[config.mk]
export PLATFORM = sky130hd
export DESIGN_NAME = opdec_core
export DESIGN_NICKNAME = d
export VERILOG_FILES = /design/src/opdec_alu.v /design/src/opdec_core.v
export VERILOG_INCLUDE_DIRS = /design/src
export SDC_FILE = /design/constraint.sdc
export NUM_CORES = 1
export LEC_CHECK = 0
export BUFFER_PORTS_ARGS = -buffer_cell sky130_fd_sc_hd__buf_4
export CAP_MARGIN = 20
export CORE_MARGIN = 4
export CORE_UTILIZATION = 38
export CTS_CLUSTER_SIZE = 28
export DETAILED_ROUTE_END_ITERATION = 6
export SETUP_SLACK_MARGIN = 0.1
export SYNTH_ARGS = -nofsm -noshare
export SYNTH_HDL_FRONTEND = slang
export SYNTH_SLANG_ARGS = --single-unit
export TNS_END_PERCENT = 50
[constraint.sdc]
create_clock -name i_clk_sys -period 1.98 [get_ports i_clk_sys]
set_input_delay 0.396 -clock i_clk_sys [delete_from_list [all_inputs] [get_ports i_clk_sys]]
set_output_delay 0.396 -clock i_clk_sys [all_outputs]
set_load 0.01 [all_outputs]
[src/opdec_regs.vh]
/*
 * Constants for the three-instruction execution block: opcode patterns, field
 * positions, phase codes and reset values.
 * Assumes 14-bit program words and an 8-bit data path with 7-bit file addresses.
 */
`ifndef OPDEC_REGS_VH
`define OPDEC_REGS_VH

`define OP_INC_SKIP_HI 6'h0f
`define OP_OR_FILE_HI 6'h04
`define OP_OR_LIT_HI 6'h38
`define OP_HI_MSB 13
`define OP_HI_LSB 8
`define DIR_BIT 7
`define FADDR_MSB 6
`define LIT_MSB 7

`define PH_Q1 2'h0
`define PH_Q2 2'h1
`define PH_Q3 2'h2
`define PH_Q4 2'h3

`define W_RESET 8'h00
`define Z_RESET 1'h0

`endif

[src/opdec_alu.v]
/*
 * Combinational data unit for the increment and the two OR operations.
 * Assumes the caller holds the operands steady through the process phase.
 */
`timescale 1ns/1ns
module opdec_alu (
  input wire i_sel_inc,
  input wire [7:0] i_w,
  input wire [7:0] i_b,
  output wire [7:0] o_res,
  output wire o_zero
);
  // An all-ones operand wraps to zero, which is what triggers the skip.
  assign o_res = i_sel_inc ? i_b + 8'h01 : (i_w | i_b); // [RULE_06]
  assign o_zero = (o_res == 8'h00);
endmodule // opdec_alu

[src/opdec_core.v]
/*
 * Execution of increment-and-skip-if-zero, OR literal into accumulator and
 * OR accumulator with file register over a four-phase instruction cycle.
 * Assumes the instruction word is valid at the Q1 edge and the file read
 * data answers the address combinationally in the same cycle.
 */
// Behaviour
// RULE_01 - Increment-skip adds one to file register; d picks W or file; no flags.
// RULE_02 - Zero result turns the next instruction into a two-cycle all-idle no-op; the code idles it for one four-phase cycle.
// RULE_03 - OR literal ORs W with low eight opcode bits into W; zero flag updated.
// RULE_04 - OR file ORs W with file register, d picks destination, zero flag updated.
// RULE_05 - OR instructions take one word, one cycle: decode, read, process, write.
// RULE_06 - Increment wraps modulo 256, so all-ones becomes zero and skips.
`timescale 1ns/1ns
`include "opdec_regs.vh"
module opdec_core (
  input wire i_clk_sys,
  input wire i_reset,
  input wire [13:0] i_instr,
  input wire [7:0] i_file_rdata,
  output wire [1:0] o_phase,
  output wire o_instr_take,
  output reg [6:0] o_file_addr,
  output reg o_file_we,
  output reg [7:0] o_file_wdata,
  output reg [7:0] o_w,
  output reg o_zero_flag,
  output reg o_skip_active,
  output reg o_illegal
);
  // A skip slot is the only other state; it idles through all four phases.
  localparam ST_RUN = 1'b0;
  localparam ST_SKIP = 1'b1;

  // Every internal register has its next value computed in one place below.
  reg [1:0] phase_r;
  reg [1:0] phase_nxt;
  reg state_r;
  reg state_nxt;
  reg skip_pend_r;
  reg skip_pend_nxt;
  reg [13:0] ir_r;
  reg [13:0] ir_nxt;
  reg [7:0] opnd_r;
  reg [7:0] opnd_nxt;
  reg [7:0] res_r;
  reg [7:0] res_nxt;
  reg zero_r;
  reg zero_nxt;
  reg [6:0] file_addr_nxt;
  reg file_we_nxt;
  reg [7:0] file_wdata_nxt;
  reg [7:0] w_nxt;
  reg zero_flag_nxt;
  reg skip_active_nxt;
  reg illegal_nxt;
  wire [5:0] op_hi;
  wire [5:0] in_op_hi;
  wire is_inc;
  wire is_or_file;
  wire is_or_lit;
  wire in_legal;
  wire dir_file;
  wire writes_flag;
  wire [7:0] alu_res;
  wire alu_zero;

  // Opcode match on the six high bits, for the held word and the incoming one.
  function is_op;
    input [5:0] hi;
    input [5:0] pat;
    begin
      is_op = (hi == pat);
    end
  endfunction

  assign op_hi = ir_r[`OP_HI_MSB:`OP_HI_LSB];
  assign in_op_hi = i_instr[`OP_HI_MSB:`OP_HI_LSB];
  assign is_inc = is_op(op_hi, `OP_INC_SKIP_HI);
  assign is_or_file = is_op(op_hi, `OP_OR_FILE_HI);
  assign is_or_lit = is_op(op_hi, `OP_OR_LIT_HI);
  assign in_legal = is_op(in_op_hi, `OP_INC_SKIP_HI) || is_op(in_op_hi, `OP_OR_FILE_HI) ||
    is_op(in_op_hi, `OP_OR_LIT_HI);
  assign dir_file = ir_r[`DIR_BIT];
  assign writes_flag = is_or_lit || is_or_file;
  assign o_phase = phase_r;
  assign o_instr_take = (phase_r == `PH_Q1);

  opdec_alu u_alu (
    .i_sel_inc(is_inc),
    .i_w(o_w),
    .i_b(opnd_r),
    .o_res(alu_res),
    .o_zero(alu_zero)
  );

  // Next-state logic; the phase counter advances and the write strobe clears, every other register holds unless its phase says otherwise.
  always @* begin
    phase_nxt = phase_r + 2'h1;
    state_nxt = state_r;
    skip_pend_nxt = skip_pend_r;
    ir_nxt = ir_r;
    opnd_nxt = opnd_r;
    res_nxt = res_r;
    zero_nxt = zero_r;
    file_addr_nxt = o_file_addr;
    file_we_nxt = 1'b0;
    file_wdata_nxt = o_file_wdata;
    w_nxt = o_w;
    zero_flag_nxt = o_zero_flag;
    skip_active_nxt = o_skip_active;
    illegal_nxt = o_illegal;
    case (phase_r)
      `PH_Q1: begin
        if (skip_pend_r) begin // [RULE_02]
          // The skipped word is dropped, yet the slot still costs four phases.
          state_nxt = ST_SKIP;
          skip_active_nxt = 1'b1;
          skip_pend_nxt = 1'b0;
          ir_nxt = 14'h0000;
        end else begin // [RULE_05]
          state_nxt = ST_RUN;
          skip_active_nxt = 1'b0;
          ir_nxt = i_instr;
          file_addr_nxt = i_instr[`FADDR_MSB:0];
          illegal_nxt = !in_legal;
        end
      end
      `PH_Q2: begin
        case (state_r)
          ST_RUN: begin
            if (is_or_lit) begin
              opnd_nxt = ir_r[`LIT_MSB:0]; // [RULE_03]
            end else begin
              opnd_nxt = i_file_rdata; // [RULE_01] [RULE_04]
            end
          end
          default: begin
            opnd_nxt = opnd_r;
          end
        endcase
      end
      `PH_Q3: begin
        case (state_r)
          ST_RUN: begin
            res_nxt = alu_res; // [RULE_05] [RULE_06]
            zero_nxt = alu_zero;
          end
          default: begin
            res_nxt = res_r;
          end
        endcase
      end
      `PH_Q4: begin
        case (state_r)
          ST_RUN: begin
            if (is_inc) begin
              skip_pend_nxt = zero_r; // [RULE_02]
            end
            if (is_or_lit) begin
              w_nxt = res_r; // [RULE_03]
            end else if (is_or_file || is_inc) begin
              if (dir_file) begin
                file_we_nxt = 1'b1; // [RULE_01] [RULE_04]
                file_wdata_nxt = res_r;
              end else begin
                w_nxt = res_r;
              end
            end
            // Increment-skip leaves the flag alone even when it wraps to zero.
            if (writes_flag) begin
              zero_flag_nxt = zero_r; // [RULE_03] [RULE_04]
            end
          end
          ST_SKIP: begin
            // An idle slot writes nothing and can never arm a further skip.
            file_we_nxt = 1'b0; // [RULE_02]
            skip_pend_nxt = 1'b0;
          end
          default: begin
            state_nxt = ST_RUN;
          end
        endcase
      end
      default: begin
        state_nxt = ST_RUN;
      end
    endcase
  end

  // The reset branch loads constants only, so the release edge is clean.
  always @(posedge i_clk_sys or posedge i_reset) begin
    if (i_reset) begin
      phase_r <= `PH_Q1;
      state_r <= ST_RUN;
      skip_pend_r <= 1'b0;
      ir_r <= 14'h0000;
      opnd_r <= 8'h00;
      res_r <= 8'h00;
      zero_r <= 1'b0;
      o_file_addr <= 7'h00;
      o_file_we <= 1'b0;
      o_file_wdata <= 8'h00;
      o_w <= `W_RESET;
      o_zero_flag <= `Z_RESET;
      o_skip_active <= 1'b0;
      o_illegal <= 1'b0;
    end else begin
      phase_r <= phase_nxt;
      state_r <= state_nxt;
      skip_pend_r <= skip_pend_nxt;
      ir_r <= ir_nxt;
      opnd_r <= opnd_nxt;
      res_r <= res_nxt;
      zero_r <= zero_nxt;
      o_file_addr <= file_addr_nxt;
      o_file_we <= file_we_nxt;
      o_file_wdata <= file_wdata_nxt;
      o_w <= w_nxt;
      o_zero_flag <= zero_flag_nxt;
      o_skip_active <= skip_active_nxt;
      o_illegal <= illegal_nxt;
    end
  end
endmodule // opdec_core

* Yosys cells after proc, flatten, opt, wreduce, memory -nomap -nowiden
Cells that the tools add are included.
** Storage, ports and cells
- Flip-flop bits (word level) :: 61
- Bits in latches :: 0
- Memory bits (writable) :: 0
- Bits in read-only memories :: 0
- Output and inout port bits :: 30
- Word-level logic and storage cells :: 61
- Memories kept :: 0
** Cells by class
- Add/subtract/negate cells :: 2
- Multiply operators :: 0
- Divide/modulo/power cells :: 0
- $lt $le $gt $ge :: 0
- Equality and inequality tests :: 11
- Shift operators :: 0
- Mux-type cells :: 15
- Bitwise operators :: 4
- Reduce and logical (&&, ||, !) cells :: 16
** Operators with widths (count)
- $mux 8 :: 5
- $mux 14 :: 1
- $eq 6x3->1 const B :: 2
- $eq 6x4->1 const B :: 2
- $eq 6x6->1 const B :: 2
- $add 8x1->8 const B :: 1
- $logic_not 8->1 :: 1
- $or 8x8->8 :: 1
- $reduce_and 2->1 :: 4
- $mux 1 :: 6
- $pmux 1 s2 :: 3
- $reduce_and 5->1 :: 1
- $eq 2x2->1 const B :: 2
- $logic_or 1x1->1 :: 4
- $reduce_and 4->1 :: 1
- $reduce_bool 2->1 :: 2
- $ne 3x3->1 const B :: 1
- $not 1->1 :: 3
- $reduce_and 3->1 :: 1
- $add 2x1->2 const B :: 1
- $eq 2x1->1 const B :: 1
- $logic_not 2->1 :: 1
- $ne 2x1->1 const B :: 1
- $logic_not 1->1 :: 1

* Longest topological paths before layout
Gate-level depths: netlist of the first run.
- Word-level depth :: 6
- Gate-level depth with buffers :: 7
- Depth with buffers taken out :: 6

* Modules after synthesis
From an unflattened synthesis of the first run, not the netlist that was laid out.
** Unflattened totals
- Cells, all modules :: 249
- Area total of the unflattened synthesis :: 2766.4 um2
** Modules (own cells, without submodules)
- opdec_core :: times used 1, cells each 213, area an instance 2512.4 um2
- opdec_alu :: times used 1, cells each 36, area an instance 254.0 um2

* Least setup slack after synthesis of the first run
Ideal clock, no wire load.
- Path kind :: register to register
- Start :: register ir_r[12]
- End :: register zero_r
- Library setup time :: 0.092 ns
- Data arrival time :: 1.977 ns
- Required time :: 1.888 ns
- Setup slack :: -0.088 ns
- Cell stages (with the launch flop) :: 8
- Path buffers :: 2
- Period minus slack after synthesis :: 2.068 ns
- Path through :: dfrtp_1 > or3b_1 > buf_2 > or2_0 > clkbuf_2 > a211o_1 > a221o_1 > o31ai_2
** On the way
- Longest elaborated chain between the ends :: 3
** RTL lines
- from (decl) :: line opdec_core.v:42 : reg [13:0] ir_r;
- from (signal assigned) :: line opdec_core.v:212 : ir_r <= ir_nxt;
- $eq 6x4->1 :: line opdec_core.v:73 : is_op = (hi == pat);
- $mux 8 :: line opdec_alu.v:14 : assign o_res = i_sel_inc ? i_b + 8'h01 : (i_w | i_b);
- $logic_not 8->1 :: line opdec_alu.v:15 : assign o_zero = (o_res == 8'h00);
- to (signal assigned) :: line opdec_core.v:215 : zero_r <= zero_nxt;
- to (decl) :: line opdec_core.v:48 : reg zero_r;
No other way between the ends.
A chain may end at the register's enable or synchronous reset.

* Worst setup path after layout of the first run
Ends and elaborated chain as after synthesis.

==> results of run 1 <==
critical path, delay by kind of cell, from the launching register on:
family / cells / cell delay, ps
DFF: 1 / 380
and+or+nand+nor: 2 / 700
AOI/OAI and AO/OA: 3 / 760
metrics by stage:
| stage | TNS, ps | util, % | total power [mW] | worst slack, ps |
|---|---|---|---|---|
| 2_1_floorplan | -53.1 | - | 1.56 | -53.1 |
| 3_3_place_gp | -33.1 | 48.5 | 1.72 | -33.1 |
| 3_5_place_dp | -63.3 | 48.5 | 1.73 | -63.3 |
| 4_1_cts | 0 | 51.3 | 2.78 | 71.0 |
| 5_1_grt | 0 | 51.8 | 2.89 | 19.0 |
| 6_report | 0 | 51.8 | 2.75 | 69.7 |
per-layer routing:
metal / track usage [%] / up-vias
li1: - / 1092
met1: 21.1 / 1070
met2: 24.1 / 42
met3: 4.63 / 10
met4: 5.86 / 0
met5: 0 / -
power by group through the flow:
stage,Combinational (mW),Sequential [mW],Clock [mW]
after detailed placement,0.309,1.42,0
after global routing,0.345,1.41,1.13
final,0.309,1.40,1.04
after global placement,0.305,1.42,0
after floorplan,0.140,1.42,0
after CTS,0.312,1.40,1.07
repair_timing:
action                     CTS  global route
resized for setup            3             7
setup endpoints to repair    1            14
pin swaps                    2             2
setup buffers                1             1
final cells by class:
class                      instances  area, um^2  area share, %
inverter                          20        78.8           2.20
clock inverter                     5        52.6           1.47
timing repair buffer              71         553           15.5
clock buffer                      10         128           3.57
sequential                        61        1530           42.7
multi-input combinational        185        1120           31.3
tap                               96         120           3.36
how the worst max path moves through the flow:
stage | to | slack [ps]
6_report | zero_r$_DFFE_PP0P_ | 70
5_1_grt | zero_r$_DFFE_PP0P_ | 20
4_1_cts | zero_r$_DFFE_PP0P_ | 70
3_5_place_dp | zero_r$_DFFE_PP0P_ | -60
3_3_place_gp | zero_r$_DFFE_PP0P_ | -30
2_1_floorplan | zero_r$_DFFE_PP0P_ | -50
flip-flops by register name (all words and copies together), names as in the netlist:
signal / count
o_file_wdata: 8
o_file_addr: 7
zero_r: 1
ir_r: 14
o_illegal: 1
o_phase: 2
res_r: 8
o_w: 8
o_file_we: 1
opnd_r: 8
o_zero_flag: 1
skip_pend_r: 1
state_r: 1
synth_stat cells (4+ instances only):
library cell / count / area share (%)
sky130_fd_sc_hd__dfrtp_1: 61 / 56
sky130_fd_sc_hd__nand2_1: 53 / 7.3
sky130_fd_sc_hd__o21ai_0: 29 / 5.3
sky130_fd_sc_hd__inv_1: 20 / 2.7
sky130_fd_sc_hd__mux2_2: 18 / 7.4
sky130_fd_sc_hd__nor2_1: 16 / 2.2
sky130_fd_sc_hd__a21oi_1: 13 / 2.4
sky130_fd_sc_hd__clkbuf_1: 9 / 1.2
sky130_fd_sc_hd__nand3_1: 8 / 1.5
sky130_fd_sc_hd__ha_1: 5 / 2.3
sky130_fd_sc_hd__nand4_1: 4 / 0.91
sky130_fd_sc_hd__nor3_1: 4 / 0.73
sky130_fd_sc_hd__or3_1: 4 / 0.91
cell families after synthesis:
kind of cell / count (synthesis) / synth area share (%)
simple gates: 103 / 17.1
fa+ha+maj: 5 / 2.28
mux: 18 / 7.39
compound gates: 57 / 12.5
flops: 61 / 55.7
buf+inv: 32 / 4.47
xor+xnor: 2 / 0.639
==> results.cfg, run 1 <==
[synth]
synth_async_sr_flop_share_pct = 100
synth_warnings = 0
seq_area_frac_synth_pct = 55.7
syn_nets = 307
syn-cell-area_um2 = 2740
synthesis.area_per_instance_um2 = 9.86
syn-instance-count = 278
yosys.cell_types.count = 38
ffs_latches_synth = 61
top_reg_cell_synth = sky130_fd_sc_hd__dfrtp_1
count_of_flip_flops_with_a_built_in_enable_after_synthesis = 0

[final_layout]
layout_commonest_cell = sky130_fd_sc_hd__buf_4
n_fill_cell = 684
area_growth_syn_to_layout_pct = 30.5
post_layout_nonfiller_instances = 448
layout-drive-gt1-share_pct = 32.7
antenna-diode-count = 0
final_nets = 377
post-route-cell-area_um2 = 3580
mostFrequentLayoutCells = sky130_fd_sc_hd__buf_4, sky130_fd_sc_hd__dfrtp_1, sky130_fd_sc_hd__nand2_1

[placed_design]
hpwlAfterDp_um = 4470
placement.cell_area_um2 = 3350
port_buffers = 53
place_inst = 431
globalplace.congestion = 0.826

[die]
placeable_area_um2 = 6910
dieArea_um2 = 8640
design.portCount = 54
chip_height_um = 92.9
placement_rows = 30
die_x_um = 92.9
initial_utilization_pct = 39.7

[cts]
worst_skew_pair.late_latency_ps = 340
post_cts_hold_buffer_count = 0
htree_levels = 3
clock_pin_slew_on_the_worst_setup_and_hold_paths_ps = 70
sink_count_of_the_clock_tree = 61
tritoncts = yes
clock_tree.buffer_depth = 2
clock_root_buffer_master = sky130_fd_sc_hd__clkbuf_8
cts_buffers = 9

[global_routing]
grt_util_all_layers_pct = 15.7
antenna_found_initial = 0
first_pass_grt_wire_length_um = 10600
overflow = 0
maximum_number_of_pins_on_one_net_before_global_route_repair = 62
number_of_global_route_vias_before_repair = 2210

[setup_path]
worst_path_required_time_ps = 2230
crit_slowest_cell = sky130_fd_sc_hd__or3b_4
max_stage_delay_ps = 430
crit_fanout = 5
critical_path_class = flip-flop to flip-flop
reg2reg_setup_slack_ps = 70
critPathLaunchType = flip-flop
critical_path.startpoint = ir_r[12]$_DFFE_PP0P_
regToRegStartpoint = ir_r[12]$_DFFE_PP0P_
reg2regPathDepth = 5
critical_path.cell_chain = or3b_4, or2_4, a211o_1, a221o_1, o31ai_2
worst_r2r_endpoint = zero_r$_DFFE_PP0P_
critPathCaptureType = flip-flop
worst-endpoint-arrival_ps = 2160

[hold_path]
hold_path_class = input pin to asynchronous set/reset pin

[power]
power.switching_fraction_pct = 24.9
vdd_ir_drop_max_v = 0.000353
p_int_mw = 2.07
seqPwrFrac_pct = 50.8
cellPowerDensity_nw_per_um2 = 769
netSwitchingPower_mw = 0.684
p_leak_nw = 1.77
pwr-share-clk_pct = 38.0
pwr-share-comb_pct = 11.2

[timing]
timing.final.setup_violations = 0
clock.fmax_mhz = 523
fin_skew_ps = 4.35
layout_min_cycle_time_ps = 1910
pin_slew_with_the_least_headroom_to_its_limit_ps = 480
finalCritPeriodShare_pct = 96.5
rsz0062_at_grt = yes
timing.max_slew.rel_slack_pct = 68.0
fin_worst_hold_slack_ps = 119
number_of_hold_violations_in_the_final_report = 0
finalMaxSlewViolations = 0

[run_status]
outcome = finished clean

[routing]
first_pass_iters = 4
vias_per_cell = 4.94
avgRoutedWirePerCell_um = 13.7
topRoutingLayerUsed = met4
wl_met1_um = 2900
route.vias.total = 2214
first_iter_violations = 85
route.met3.wl_um = 268
finalWirelength_um = 6120
detail-route-antenna-nets = 0
route.met2.wl_um = 2840
detail_route.drc_violations = 0

[run]
maxCapViolCount = 0
Note: power is estimated with default switching activity, not from simulation.
==> run 2: changes to the inputs <==
Settings changed: PLACE_DENSITY set to 0.58.
==> results.cfg, run 2 (same netlist as run 1, synthesis figures left out) <==
[routing]
vias_per_cell = 4.91
avgRoutedWirePerCell_um = 14.0
first_pass_iters = 4
first_iter_violations = 85
detail_route.drc_violations = 0
detail-route-antenna-nets = 0
finalWirelength_um = 6300
route.vias.total = 2205

[final_layout]
final_nets = 379
mostFrequentLayoutCells = sky130_fd_sc_hd__buf_4, sky130_fd_sc_hd__dfrtp_1, sky130_fd_sc_hd__nand2_1
area_growth_syn_to_layout_pct = 30.7
antenna-diode-count = 0
post_layout_nonfiller_instances = 449
layout_commonest_cell = sky130_fd_sc_hd__buf_4
largest_register_ffs = 14
layout-drive-gt1-share_pct = 32.3
registers.top_by_ff_count = ir_r
post-route-cell-area_um2 = 3580
fin_util_pct = 51.9

[setup_path]
crit_fanout = 4
regToRegStartpoint = ir_r[12]$_DFFE_PP0P_
worst_r2r_endpoint = zero_r$_DFFE_PP0P_
critical_path_class = flip-flop to flip-flop
critPathCaptureType = flip-flop
reg2regPathDepth = 5
critPathLaunchType = flip-flop
reg2reg_setup_slack_ps = 100
worst-endpoint-arrival_ps = 2120
worst_path_required_time_ps = 2230

[global_routing]
maximum_number_of_pins_on_one_net_before_global_route_repair = 38
grt_most_used_layer = met2
number_of_global_route_vias_before_repair = 2223
antenna_found_initial = 0
overflow = 0
groute.layer.met1.usage_pct = 19.1
grt_use_met2_pct = 25.5
first_pass_grt_wire_length_um = 10400
grt.met3_usage_pct = 6.17
grt_util_all_layers_pct = 15.7

[die]
initial_utilization_pct = 39.7
placeable_area_um2 = 6910
design.portCount = 54
chip_height_um = 92.9
placement_rows = 30
die_x_um = 92.9
dieArea_um2 = 8640

[cts]
sink_count_of_the_clock_tree = 61
worst_skew_pair.late_latency_ps = 340
clock_tree.buffer_depth = 2
post_cts_hold_buffer_count = 0
clock_pin_slew_on_the_worst_setup_and_hold_paths_ps = 60
tritoncts = yes
clock_root_buffer_master = sky130_fd_sc_hd__clkbuf_8
cts_setup_buffers = 0
cts_buffers = 9
htree_levels = 3

[placed_design]
place_inst = 435
hpwlAfterDp_um = 4710
placement.cell_area_um2 = 3380
globalplace.congestion = 0.861
post-place-ws_ps = 34.8
port_buffers = 53

[timing]
number_of_hold_violations_in_the_final_report = 0
final.setup.worst_slack_ps = 105
fin_worst_hold_slack_ps = 110
fin_skew_ps = 3.64
finalMaxSlewViolations = 0
clock.fmax_mhz = 533
timing.final.setup_violations = 0
rsz0062_at_grt = yes
timing.max_slew.rel_slack_pct = 63.2
finalCritPeriodShare_pct = 94.7
pin_slew_with_the_least_headroom_to_its_limit_ps = 550
layout_min_cycle_time_ps = 1880

[run]
maxCapViolCount = 0

[power]
p_leak_nw = 1.77
vdd_ir_drop_max_v = 0.000384
cellPowerDensity_nw_per_um2 = 768

[hold_path]
hold_path_class = input pin to asynchronous set/reset pin

[run_status]
outcome = finished clean
-- run 2: repair_timing --
| item | 4_1_cts | 5_1_grt |
|---|---|---|
| cloned | 0 | 0 |
| pin swaps | 1 | 1 |
| resized for setup | 3 | 5 |
| setup endpoints to repair | 14 | 20 |
-- run 2: routing by layer --
metal	vias to the layer above	wire length (um)
li1	1090	-
met1	1051	2740
met2	55	3050
met3	9	423
met4	0	85
met5	-	0
-- run 2: layout make-up --
class / count / area (um^2)
sequential: 61 / 1530
fill: 690 / 3320
inverter: 20 / 78.8
multi-input combinational: 185 / 1110
clock inverter: 2 / 35.0
clock buffer: 12 / 145
tap: 96 / 120
timing repair buffer: 73 / 564
-- run 2: worst max-delay path by stage --
| stage | slack [ps] | to | startpoint |
|---|---|---|---|
| global placement | 50 | zero_r$_DFFE_PP0P_ | ir_r[12]$_DFFE_PP0P_ |
| floorplan | -50 | zero_r$_DFFE_PP0P_ | ir_r[12]$_DFFE_PP0P_ |
| finish | 100 | zero_r$_DFFE_PP0P_ | ir_r[12]$_DFFE_PP0P_ |
| global route | 50 | zero_r$_DFFE_PP0P_ | ir_r[12]$_DFFE_PP0P_ |
| CTS | 100 | o_w[6]$_DFFE_PP0P_ | ir_r[12]$_DFFE_PP0P_ |
| detailed placement | 30 | zero_r$_DFFE_PP0P_ | ir_r[12]$_DFFE_PP0P_ |
-- run 2: per-stage QoR --
stage          TNS, ps  power, mW
5_1_grt              0       2.90
4_1_cts              0       2.80
6_report             0       2.75
2_1_floorplan    -53.1       1.56
3_3_place_gp         0       1.73
3_5_place_dp         0       1.73
-- run 2: critical path, stage by stage, from the launching register on --
cell	delay (ps)
sky130_fd_sc_hd__dfrtp_1	370
sky130_fd_sc_hd__or3b_4	420
sky130_fd_sc_hd__or2_4	260
sky130_fd_sc_hd__a211o_1	270
sky130_fd_sc_hd__a221o_1	310
sky130_fd_sc_hd__o31ai_2	160
-- run 2: power breakdown --
group | switching (mW) | internal [mW] | total [mW]
clock | 0.446 | 0.600 | 1.05
combinational | 0.142 | 0.166 | 0.309
sequential | 0.0662 | 1.33 | 1.40
total | 0.654 | 2.10 | 2.75
==> run 3: changes to the inputs <==
==> constraint.sdc (replaced) <==
create_clock -name i_clk_sys -period 1.98 [get_ports i_clk_sys]
set_input_delay 0.099 -clock i_clk_sys [delete_from_list [all_inputs] [get_ports i_clk_sys]]
set_output_delay 0.099 -clock i_clk_sys [all_outputs]
set_load 0.01 [all_outputs]
==> results.cfg, run 3 (same netlist as run 1, synthesis figures left out) <==
[setup_path]
reg2regPathDepth = 5
regToRegStartpoint = ir_r[13]$_DFFE_PP0P_
reg2reg_setup_slack_ps = 80
worst_r2r_endpoint = zero_r$_DFFE_PP0P_
critPathLaunchType = flip-flop
crit_fanout = 5
critical_path_class = flip-flop to flip-flop
worst-endpoint-arrival_ps = 2150
worst_path_required_time_ps = 2230
critPathCaptureType = flip-flop

[die]
chip_height_um = 92.9
initial_utilization_pct = 39.7
dieArea_um2 = 8640
die_x_um = 92.9
placement_rows = 30
design.portCount = 54
placeable_area_um2 = 6910

[routing]
vias_per_cell = 4.90
detail_route.drc_violations = 0
first_iter_violations = 90
finalWirelength_um = 6360
avgRoutedWirePerCell_um = 13.8
detail-route-antenna-nets = 0
route.vias.total = 2253
first_pass_iters = 4

[timing]
layout_min_cycle_time_ps = 1900
clock.fmax_mhz = 525
number_of_hold_violations_in_the_final_report = 0
rsz0062_at_grt = yes
finalCritPeriodShare_pct = 96.2
finalMaxSlewViolations = 0
timing.final.setup_violations = 0
timing.max_slew.rel_slack_pct = 61.3
pin_slew_with_the_least_headroom_to_its_limit_ps = 578
fin_skew_ps = 8.30

[hold_path]
timing.hold.worst.start = i_instr[8]
whs_endpoint = ir_r[8]$_DFFE_PP0P_
hold_path_class = input pin to flip-flop
worstHoldPathCells = 3

[cts]
cts_buffers = 9
worst_skew_pair.late_latency_ps = 330
htree_levels = 3
clock_pin_slew_on_the_worst_setup_and_hold_paths_ps = 70
sink_count_of_the_clock_tree = 61
tritoncts = yes
clock_tree.buffer_depth = 2
clock_root_buffer_master = sky130_fd_sc_hd__clkbuf_8

[power]
vdd_ir_drop_max_v = 0.000319
p_leak_nw = 1.82
cellPowerDensity_nw_per_um2 = 755
finalPower_mw = 2.81

[global_routing]
maximum_number_of_pins_on_one_net_before_global_route_repair = 39
overflow = 0
number_of_global_route_vias_before_repair = 2175
grt_util_all_layers_pct = 16.1
first_pass_grt_wire_length_um = 10700
antenna_found_initial = 0

[placed_design]
hpwlAfterDp_um = 4660
globalplace.congestion = 0.822
port_buffers = 53

[final_layout]
fin_util_pct = 53.9
final-seq-area_um2 = 1530
n_fill_cell = 666
registers.top_by_ff_count = ir_r
layout_commonest_cell = sky130_fd_sc_hd__buf_4
layout-drive-gt1-share_pct = 32.1
area_growth_syn_to_layout_pct = 35.8
mostFrequentLayoutCells = sky130_fd_sc_hd__buf_4, sky130_fd_sc_hd__dfrtp_1, sky130_fd_sc_hd__nand2_1
largest_register_ffs = 14
antenna-diode-count = 0
final_nets = 388
multi_input_area_um2 = 1140

[run]
maxCapViolCount = 0

[run_status]
outcome = finished clean
run 3: worst max-delay path by stage:
stage,from,endpoint,slack (ps),depth (start not counted)
floorplan,ir_r[12]$_DFFE_PP0P_,zero_r$_DFFE_PP0P_,-50,7
global placement,ir_r[12]$_DFFE_PP0P_,zero_r$_DFFE_PP0P_,30,5
detailed placement,ir_r[12]$_DFFE_PP0P_,zero_r$_DFFE_PP0P_,10,5
CTS,ir_r[12]$_DFFE_PP0P_,zero_r$_DFFE_PP0P_,80,5
global route,ir_r[10]$_DFFE_PP0P_,zero_r$_DFFE_PP0P_,20,7
finish,ir_r[13]$_DFFE_PP0P_,zero_r$_DFFE_PP0P_,80,5
run 3: worst max-delay path, cell delays in order (launching register included):
cell	delay, ps
sky130_fd_sc_hd__dfrtp_1	380
sky130_fd_sc_hd__or3b_4	420
sky130_fd_sc_hd__or2_4	270
sky130_fd_sc_hd__a211o_1	280
sky130_fd_sc_hd__a221o_1	310
sky130_fd_sc_hd__o31ai_2	170
run 3: routing by layer:
metal	share of wire [%]	vias to the layer above	GRT usage, %
li1	-	1108	-
met1	46	1075	22.2
met2	46	57	24.0
met3	5.6	13	3.66
met4	2.1	0	7.33
met5	0	-	0
run 3: report_power, final:
part           switching [mW]  total [mW]  internal (mW)
Clock                   0.471        1.08          0.612
Sequential             0.0664        1.40           1.33
Combinational           0.148       0.331          0.183
run 3: per-stage QoR:
step | hold slack (ps) | setup WS (ps) | setup TNS, ps | cell area (um^2) | std cells
CTS | 5.10 | 77.7 | 0 | 3670 | 459
detailed placement | 179 | 14.4 | 0 | 3340 | 431
floorplan | 216 | -53.1 | -53.1 | 2740 | 278
finish | 16.0 | 76.0 | 0 | 3720 | 460
global route | 31.7 | 17.4 | 0 | 3720 | 460
global placement | 178 | 26.2 | 0 | 3340 | 431
run 3: cell type report:
| cell class | instances | share of cell area [%] |
|---|---|---|
| Multi-Input combinational cell | 185 | 30.7 |
| Clock inverter | 4 | 1.28 |
| Inverter | 20 | 2.02 |
| Timing Repair Buffer | 82 | 17.9 |
| Tap cell | 96 | 3.23 |
| Sequential cell | 61 | 41.0 |
| Clock buffer | 12 | 3.90 |
run 3: timing repair:
action | CTS | global route
buffers inserted | 0 | 1
pin swaps | 0 | 2
setup endpoints to repair | 20 | 11
resized for setup | 6 | 9
hold endpoints to repair | 40 | 0
hold buffers | 12 | 0
cloned | 0 | 0
